[config.mk]
export PLATFORM = sky130hd
export DESIGN_NAME = tdcs_top
export DESIGN_NICKNAME = d
export VERILOG_FILES = /design/src/logic/tdcs_pkg.sv /design/src/logic/tdcs_axis_detect.sv /design/src/logic/tdcs_top.sv
export SDC_FILE = /design/constraint.sdc
export NUM_CORES = 1
export LEC_CHECK = 0
export BUFFER_PORTS_ARGS = -buffer_cell sky130_fd_sc_hd__buf_2
export CORE_MARGIN = 1
export CORE_UTILIZATION = 64
export DETAILED_ROUTE_END_ITERATION = 10
export GPL_ROUTABILITY_DRIVEN = 0
export PLACE_DENSITY = 0.86
export SLEW_MARGIN = 20
export SYNTH_ARGS = -nofsm -noshare
export SYNTH_HDL_FRONTEND = slang
export SYNTH_SLANG_ARGS = --single-unit
[constraint.sdc]
create_clock -name sys_clk_i -period 6.4 [get_ports sys_clk_i]
set_clock_uncertainty 0.1 [all_clocks]
set_input_delay 1.28 -clock sys_clk_i [delete_from_list [all_inputs] [get_ports sys_clk_i]]
set_output_delay 1.28 -clock sys_clk_i [all_outputs]
set_load 0.02 [all_outputs]
[src/logic/tdcs_pkg.sv]
// constants for the tap detection configuration and status registers
package tdcs_pkg;
  localparam int unsigned AXES = 3;
  localparam int unsigned DATA_W = 8;
  localparam int unsigned THR_W = 7;
  localparam logic [7:0] ADDR_CONFIG = 8'h21;
  localparam logic [7:0] ADDR_SOURCE = 8'h22;
  localparam logic [7:0] ADDR_THR_X = 8'h23;
  localparam logic [7:0] ADDR_THR_Y = 8'h24;
  localparam logic [7:0] ADDR_THR_Z = 8'h25;
  localparam logic [7:0] CONFIG_RESET = 8'h00;
  localparam logic [7:0] SOURCE_RESET = 8'h00;
  localparam logic [6:0] THR_RESET = 7'h00;
  localparam logic [7:0] READ_ZERO = 8'h00;
  // tap_config fields
  localparam int unsigned CFG_ABORT_BIT = 7;
  localparam int unsigned CFG_LATCH_BIT = 6;
  // tap_source fields
  localparam int unsigned SRC_ACTIVE_BIT = 7;
  localparam int unsigned SRC_DOUBLE_BIT = 3;
  // axis index: 0 x, 1 y, 2 z
  localparam logic [1:0] AXIS_X = 2'h0;
  localparam logic [7:0] COUNT_ZERO = 8'h00;
  localparam logic [7:0] COUNT_MAX = 8'hFF;
  localparam logic [7:0] COUNT_ONE = 8'h01;
  typedef enum logic [1:0] {
    ST_IDLE = 2'h0,
    ST_LATENCY = 2'h1,
    ST_WINDOW = 2'h3
  } tdcs_state_t;
endpackage

[src/logic/tdcs_axis_detect.sv]
// one-axis pulse detector: threshold crossing, time limit, polarity
`timescale 1ns/1ns
module tdcs_axis_detect (
  input wire logic sys_clk_i,
  input wire logic sys_rst_i,
  input wire logic sample_valid_i,
  input wire logic [7:0] accel_i,
  input wire logic [6:0] threshold_i,
  input wire logic [7:0] time_limit_i,
  output logic start_o,
  output logic end_o,
  output logic negative_o
);
  logic [7:0] magnitude;
  logic above;
  logic active;
  logic [7:0] duration;

  // two's complement magnitude; -128 becomes 128, still fits 8 bits
  always_comb begin
    magnitude = accel_i[7] ? 8'(~accel_i + tdcs_pkg::COUNT_ONE) : accel_i;
    above = magnitude > {1'b0, threshold_i};
  end

  always_ff @(posedge sys_clk_i or posedge sys_rst_i) begin
    if (sys_rst_i) begin
      active <= 1'b0;
      duration <= tdcs_pkg::COUNT_ZERO;
      start_o <= 1'b0;
      end_o <= 1'b0;
      negative_o <= 1'b0;
    end else begin
      start_o <= 1'b0;
      end_o <= 1'b0;
      if (sample_valid_i) begin
        if (!active && above) begin
          active <= 1'b1;
          duration <= tdcs_pkg::COUNT_ZERO;
          negative_o <= accel_i[7];
          start_o <= 1'b1;
        end else if (active && !above) begin
          active <= 1'b0;
          // too long a crossing is not a tap
          end_o <= duration <= time_limit_i;
        end else if (active && duration != tdcs_pkg::COUNT_MAX) begin
          duration <= duration + tdcs_pkg::COUNT_ONE;
        end
      end
    end
  end
endmodule

[src/logic/tdcs_top.sv]
// tap detection configuration, status and detection sequencing
// Operation
// - abort off: latency pulses keep double detection
// - abort on: short latency pulse cancels double
// - latch on holds flags until source read
// - six enables: z,y,x double/single bits 5..0
// - config register resets to zero
// - report only enabled axis and event type
// - status bit 7 flags event active
// - status bits 6..4 flag z,y,x events
// - status bit 3: single 0, double 1
// - status bits 2..0: z,y,x polarity, 1 negative
// - latched: freeze detail bits until source read
// - source read clears bits and interrupt
// - separate threshold per axis starts detection
// - threshold: 7 bits, bit 7 zero, resets zero
// - z threshold uses the same layout
// - threshold codes unsigned, 0.063 g steps
// - pulses during latency interval only feed the abort check
`timescale 1ns/1ns
module tdcs_top (
  input wire logic sys_clk_i,
  input wire logic sys_rst_i,
  input wire logic [7:0] reg_addr_i,
  input wire logic reg_wr_i,
  input wire logic reg_rd_i,
  input wire logic [7:0] reg_wdata_i,
  output logic [7:0] reg_rdata_o,
  input wire logic sample_valid_i,
  input wire logic [7:0] accel_x_i,
  input wire logic [7:0] accel_y_i,
  input wire logic [7:0] accel_z_i,
  input wire logic [7:0] time_limit_i,
  input wire logic [7:0] latency_i,
  input wire logic [7:0] window_i,
  output logic tap_irq_o
);
  logic [7:0] tap_config;
  logic [6:0] threshold [tdcs_pkg::AXES];
  logic event_active;
  logic [2:0] axis_event;
  logic double_tap_flag;
  logic [2:0] polarity;
  logic [7:0] accel [tdcs_pkg::AXES];
  logic [2:0] pulse_start;
  logic [2:0] pulse_end;
  logic [2:0] pulse_negative;
  tdcs_pkg::tdcs_state_t state;
  tdcs_pkg::tdcs_state_t next_state;
  logic [7:0] interval_count;
  logic [2:0] first_axis;
  logic latency_start_seen;
  logic double_tap_abort;
  logic event_latch_enable;
  logic [2:0] single_enable;
  logic [2:0] double_enable;
  logic [2:0] single_hit;
  logic [2:0] double_hit;
  logic [2:0] first_hit;
  logic latency_done;
  logic window_done;
  logic abort_now;
  logic evt_fire;
  logic [2:0] evt_axis;
  logic evt_double;
  logic source_read;
  logic frozen;

  // bit pair per axis: odd bit double, even bit single
  function automatic logic [2:0] enables(input logic [7:0] cfg,
                                         input logic dbl);
    logic [2:0] res;
    res = 3'h0;
    for (int i = 0; i < tdcs_pkg::AXES; i++) begin
      res[i] = cfg[2 * i + int'(dbl)];
    end
    return res;
  endfunction

  function automatic logic is_threshold(input logic [7:0] addr);
    return addr >= tdcs_pkg::ADDR_THR_X && addr <= tdcs_pkg::ADDR_THR_Z;
  endfunction

  function automatic logic [1:0] threshold_index(input logic [7:0] addr);
    logic [7:0] diff;
    diff = addr - tdcs_pkg::ADDR_THR_X;
    return diff[1:0];
  endfunction

  always_comb begin
    accel[0] = accel_x_i;
    accel[1] = accel_y_i;
    accel[2] = accel_z_i;
  end

  // the same detector per axis, each with its own threshold
  for (genvar g = 0; g < tdcs_pkg::AXES; g++) begin : g_axis
    tdcs_axis_detect u_detect (
      .sys_clk_i(sys_clk_i),
      .sys_rst_i(sys_rst_i),
      .sample_valid_i(sample_valid_i),
      .accel_i(accel[g]),
      .threshold_i(threshold[g]),
      .time_limit_i(time_limit_i),
      .start_o(pulse_start[g]),
      .end_o(pulse_end[g]),
      .negative_o(pulse_negative[g])
    );
  end

  always_comb begin
    double_tap_abort = tap_config[tdcs_pkg::CFG_ABORT_BIT];
    event_latch_enable = tap_config[tdcs_pkg::CFG_LATCH_BIT];
    single_enable = enables(tap_config, 1'b0);
    double_enable = enables(tap_config, 1'b1);
    source_read = reg_rd_i && reg_addr_i == tdcs_pkg::ADDR_SOURCE;
  end

  // configuration register
  always_ff @(posedge sys_clk_i or posedge sys_rst_i) begin
    if (sys_rst_i) begin
      tap_config <= tdcs_pkg::CONFIG_RESET;
    end else if (reg_wr_i && reg_addr_i == tdcs_pkg::ADDR_CONFIG) begin
      tap_config <= reg_wdata_i;
    end
  end

  // threshold registers; bit 7 is not stored and reads zero
  always_ff @(posedge sys_clk_i or posedge sys_rst_i) begin
    if (sys_rst_i) begin
      for (int i = 0; i < tdcs_pkg::AXES; i++) begin
        threshold[i] <= tdcs_pkg::THR_RESET;
      end
    end else if (reg_wr_i && is_threshold(reg_addr_i)) begin
      threshold[threshold_index(reg_addr_i)] <= reg_wdata_i[6:0];
    end
  end

  // detection sequencing
  always_comb begin
    single_hit = 3'h0;
    double_hit = 3'h0;
    first_hit = 3'h0;
    abort_now = 1'b0;
    latency_done = sample_valid_i && interval_count >= latency_i;
    window_done = sample_valid_i && interval_count >= window_i;
    next_state = state;
    case (state)
      tdcs_pkg::ST_IDLE: begin
        first_hit = pulse_end & (single_enable | double_enable);
        single_hit = pulse_end & single_enable;
        if (first_hit != 3'h0) begin
          next_state = tdcs_pkg::ST_LATENCY;
        end
      end
      tdcs_pkg::ST_LATENCY: begin
        // a pulse that both starts and ends inside the interval aborts
        abort_now = double_tap_abort && (latency_start_seen ||
                    pulse_start != 3'h0) && pulse_end != 3'h0;
        if (abort_now) begin
          next_state = tdcs_pkg::ST_IDLE;
        end else if (latency_done) begin
          // without abort the sequence goes on to the window if a first axis has double enabled, else back to idle
          if ((first_axis & double_enable) != 3'h0) begin
            next_state = tdcs_pkg::ST_WINDOW;
          end else begin
            next_state = tdcs_pkg::ST_IDLE;
          end
        end
      end
      tdcs_pkg::ST_WINDOW: begin
        double_hit = pulse_end & first_axis & double_enable;
        if (double_hit != 3'h0 || window_done) begin
          next_state = tdcs_pkg::ST_IDLE;
        end
      end
      default: begin
        next_state = tdcs_pkg::ST_IDLE;
      end
    endcase
    evt_double = double_hit != 3'h0;
    evt_axis = evt_double ? double_hit : single_hit;
    evt_fire = evt_axis != 3'h0;
  end

  always_ff @(posedge sys_clk_i or posedge sys_rst_i) begin
    if (sys_rst_i) begin
      state <= tdcs_pkg::ST_IDLE;
    end else begin
      state <= next_state;
    end
  end

  // one counter serves latency and window, restarted at each change
  always_ff @(posedge sys_clk_i or posedge sys_rst_i) begin
    if (sys_rst_i) begin
      interval_count <= tdcs_pkg::COUNT_ZERO;
    end else if (next_state != state) begin
      interval_count <= tdcs_pkg::COUNT_ZERO;
    end else if (sample_valid_i && interval_count != tdcs_pkg::COUNT_MAX) begin
      interval_count <= interval_count + tdcs_pkg::COUNT_ONE;
    end
  end

  // pulses inside the latency interval only feed the abort check
  always_ff @(posedge sys_clk_i or posedge sys_rst_i) begin
    if (sys_rst_i) begin
      first_axis <= 3'h0;
      latency_start_seen <= 1'b0;
    end else if (state == tdcs_pkg::ST_IDLE) begin
      first_axis <= first_hit;
      latency_start_seen <= 1'b0;
    end else if (state == tdcs_pkg::ST_LATENCY &&
                 pulse_start != 3'h0) begin
      latency_start_seen <= 1'b1;
    end
  end

  // source register: an event in the read cycle wins over the clear
  always_comb begin
    frozen = event_latch_enable && event_active;
  end

  always_ff @(posedge sys_clk_i or posedge sys_rst_i) begin
    if (sys_rst_i) begin
      event_active <= 1'b0;
      axis_event <= 3'h0;
      double_tap_flag <= 1'b0;
      polarity <= 3'h0;
    end else if (evt_fire && (!frozen || source_read)) begin
      event_active <= 1'b1;
      axis_event <= evt_axis;
      double_tap_flag <= evt_double;
      polarity <= evt_axis & pulse_negative;
    end else if (source_read) begin
      event_active <= 1'b0;
      axis_event <= 3'h0;
      double_tap_flag <= 1'b0;
      polarity <= 3'h0;
    end
  end

  always_comb begin
    tap_irq_o = event_active;
  end

  // read data is registered and shows the value before any clear
  always_ff @(posedge sys_clk_i or posedge sys_rst_i) begin
    if (sys_rst_i) begin
      reg_rdata_o <= tdcs_pkg::READ_ZERO;
    end else if (reg_rd_i) begin
      if (reg_addr_i == tdcs_pkg::ADDR_CONFIG) begin
        reg_rdata_o <= tap_config;
      end else if (reg_addr_i == tdcs_pkg::ADDR_SOURCE) begin
        reg_rdata_o <= {event_active, axis_event[2], axis_event[1],
                        axis_event[0], double_tap_flag, polarity};
      end else if (is_threshold(reg_addr_i)) begin
        reg_rdata_o <= {1'b0, threshold[threshold_index(reg_addr_i)]};
      end else begin
        reg_rdata_o <= tdcs_pkg::READ_ZERO;
      end
    end
  end
endmodule

==> summary.md <==
The clock power share is 24.1%. The run gives 6730 sq um as the post-synthesis instance area. The endpoint class of the critical path is a flip-flop. The post-route netlist has 18.2% of its cells at a drive strength greater than 1. The number of register bits inferred by synthesis works out to 95.

Of all nets on the critical path, the largest fanout is 16. From bottom edge to top edge, the die measures 105 um. At the worst endpoint, the arrival time is 4490 ps.

STA classifies the critical path startpoint as a primary input. The dominant register cell in the synthesized netlist was sky130_fd_sc_hd__dfrtp_1. At the worst endpoint, the required time is 6610 ps. The final route contains 5,787 vias. The cell at the root of the clock tree is sky130_fd_sc_hd__clkbuf_8.

The run finished with clean final reports. The library cell with the highest instance count after synthesis was sky130_fd_sc_hd__dfrtp_1. Of the available clock period, the critical path in the final layout requires 66.9%. Setup repair after global routing left no endpoint under its margin. The total overflow left after global routing is 0. At the later pin of the worst-skew pair, clock insertion delay measures 380 ps. The violation count after the first detailed-route iteration was 368; the transition time of the tightest slew-check pin was 992 ps. The number of unique standard cell types used by synthesis is 65, and the share of power burned in combinational logic is 32.4%. Final-report hold violation count: 0. Measured along the x axis, the die boundary spans 105 um. For this design the total switching power over the nets is 0.687 mW. Summed over all failing endpoints, the final setup total negative slack is 0 ps. Of the total power, registers draw 43.5%. The critical path is of the in2reg type. In this run the number of H-tree levels came out at 3. Number of instances in the synthesized netlist: 722. Summing all non-filler instances in the final layout gives an area of 7480 sq um. Number of global-route vias before repair: 5,891. The maximum number of pins on one net before global-route repair was 74; the internal power consumption was 1.19 mW.

The fraction of registers with async set or reset after synthesis was 100%. The logs give 78 for the I/O pin total and 0 for the count of unresolved DRC violations after routing. Compared with the post-synthesis result, the final layout area differs by 11.1%. Counting the buffers created by CTS gives 9. The average detailed-routed wire length per instance is 17.1 um, and the area fraction of the dominant cell type after synthesis is 35.3%.

The logs give 12,600 um for the post-DP HPWL and 16,100 um for the wire length reported by the detailed router. Synthesized area per cell: 9.32 sq um. The clock-pin slew on the worst setup and hold paths is 100 ps, and the number of optimization iterations in the first detailed-route pass is 5.

The first global-routing pass estimated 27,100 um of wire. The logs give 873 for the net count after synthesis and 37 for the number of placement rows. The tools report the total clock sinks as 95.

Post-CTS repair changed the size of 0 cells. The repair_antennas step left the layout with diodes totalling 0. After detailed routing, the number of vias per cell comes to 6.14.

For this design the static power due to leakage is 3.75 nW. Final-report max-slew violation count: 0. Yosys printed 0 warnings. The total of buffers placed on input and output ports is 77.

The logs give 0 for the post-detailed-route count of antenna-violating nets and 31.0% for the global-route usage over all layers. The worst-case IR drop observed on VDD is 0.000151 V. The power per cell area is 251 nW/um^2, and the area of the die is 10,900 sq um. The synthesized design contains 0 enable-type register cells.

In this run the deepest clock path goes through 2 buffers. Of all cell types, the one taking the most synthesized area is sky130_fd_sc_hd__dfrtp_1. The routed design could run at a clock period as short as 4280 ps. The run gives 0 as the number of hold-repair buffers added at the cts stage.

In this run switching power makes up 36.5% of total power. TritonCTS built the clock tree. Sorting the synthesized cells by how often they occur yields sky130_fd_sc_hd__dfrtp_1 (95), sky130_fd_sc_hd__ha_1 (82), sky130_fd_sc_hd__inv_1 (76). The worst-case headroom to the max-slew limit is 33.5%, and the starting density of the core is 65.5%.

After the last flow step, the layout net total stands at 952. The core region is 10,300 sq um. Sorting the synthesized cells by area gives the leading types as sky130_fd_sc_hd__dfrtp_1 (35%), sky130_fd_sc_hd__ha_1 (15%), sky130_fd_sc_hd__mux2_2 (5.4%). Type of the tightest min-delay check: reg2reg. The initial antenna violation count is 0. The run gives 0 as the total setup buffers inserted after CTS. Max-cap violations in this run came to 0. Placed cell area: 7250 sq um. For this run, the top clock speed supported by timing is 234 MHz. Sequential cells were found to cover 35.3% of the synthesized design area. Final setup violation count: 0.
[worst paths after layout]
| path | startpoint | to | slack, ps | cells past startpoint |
|---|---|---|---|---|
| worst min register to register | axis_event[1] | axis_event[1] | 400 | 1 |
| max in group asynchronous | sys_rst_i | g_axis[1].u_detect.active | 4230 | 3 |
| min in group asynchronous | sys_rst_i | threshold[18] | 770 | 2 |
| worst max register to register | threshold[10] | g_axis[1].u_detect.duration[2] | 3300 | 12 |
| worst min-delay path | axis_event[1] | axis_event[1] | 400 | 1 |
| worst max-delay path | accel_y_i[1] | g_axis[1].u_detect.duration[2] | 2120 | 15 |
[layer usage]
layer  vias up  wire [um]  GRT usage, %
li1       2766          -             -
met1      2781       6760          37.4
met2       191       8180          54.6
met3        49        705          4.43
met4         0        501          14.6
met5         -          0             0
[placed cells by master, fill, tap and decap left out, types with 10 or more instances in the layout]
cell type	n
sky130_fd_sc_hd__nand2_1	55
sky130_fd_sc_hd__buf_2	77
sky130_fd_sc_hd__a21o_1	13
sky130_fd_sc_hd__nor2_1	37
sky130_fd_sc_hd__a22o_1	13
sky130_fd_sc_hd__a21oi_1	11
sky130_fd_sc_hd__nor2b_1	20
sky130_fd_sc_hd__inv_1	75
sky130_fd_sc_hd__nand2b_1	12
sky130_fd_sc_hd__nand3_1	28
sky130_fd_sc_hd__ha_1	82
sky130_fd_sc_hd__xnor2_1	15
sky130_fd_sc_hd__o22ai_1	10
sky130_fd_sc_hd__nor3_1	21
sky130_fd_sc_hd__mux2_2	32
sky130_fd_sc_hd__mux2i_1	11
sky130_fd_sc_hd__o21ai_0	56
sky130_fd_sc_hd__and3_1	11
sky130_fd_sc_hd__dfrtp_1	95
[per-stage QoR]
step	power (mW)	instances	hold slack, ps	util (%)	setup WS, ps
final	1.88	942	396	72.8	2120
after global routing	2.01	942	405	72.8	1880
after CTS	1.88	942	397	72.8	2160
after detailed placement	1.43	926	374	70.6	1830
after global placement	1.37	926	360	70.6	1980
after floorplan	1.24	722	349	-	2300
[flip-flops by register name (all words and copies together) (netlist names)]
register and cells:
latency_start_seen 1, double_tap_flag 1, polarity 3, axis_event 3, g_axis.u_detect.negative_o 3, g_axis.u_detect.start_o 3, interval_count 8, g_axis.u_detect.active 3
g_axis.u_detect.duration 24, g_axis.u_detect.end_o 3, first_axis 3, tap_config 8, threshold 21, tap_irq_o 1, state 2, reg_rdata_o 8
[power groups by stage]
stage | registers (mW) | clock network (mW) | logic [mW]
global route | 0.831 | 0.482 | 0.696
floorplan | 0.786 | 0 | 0.456
CTS | 0.813 | 0.458 | 0.609
detailed placement | 0.823 | 0 | 0.603
finish | 0.818 | 0.454 | 0.609
global placement | 0.815 | 0 | 0.552
[critical path, cell delays in order]
cell                      delay (ps)
sky130_fd_sc_hd__buf_2           110
sky130_fd_sc_hd__or3_4           410
sky130_fd_sc_hd__o31ai_1         260
sky130_fd_sc_hd__xnor2_1         160
sky130_fd_sc_hd__ha_1            280
sky130_fd_sc_hd__nand4_1         110
sky130_fd_sc_hd__o22ai_1          70
sky130_fd_sc_hd__a31oi_1         260
sky130_fd_sc_hd__or2_2           200
sky130_fd_sc_hd__inv_1            60
sky130_fd_sc_hd__ha_1            190
sky130_fd_sc_hd__nor3_1          200
sky130_fd_sc_hd__o31ai_2         250
sky130_fd_sc_hd__or4b_1          560
sky130_fd_sc_hd__nand2_1          80
[cells by family (layout without fill, tap and decap cells)]
kind of cell               Yosys count  count (layout)  synth area share, %
adders and majority gates           82              82                 15.2
xor gates and xnor gates            19              19                 2.47
muxes                               43              43                 6.99
and+or+nand+nor                    238             238                 18.7
DFF                                 95              95                 35.3
AOI/OAI and AO/OA                  158             158                 16.4
buffers and inverters               87             171                 4.89
[layout make-up]
cell class / instances / area [sq um]
Multi-Input combinational cell: 540 / 4020
Fill cell: 758 / 2800
Sequential cell: 95 / 2380
Timing Repair Buffer: 78 / 393
Inverter: 77 / 290
Tap cell: 136 / 170
Clock buffer: 9 / 124
Clock inverter: 7 / 101
Power figures use the tool's default switching activity.
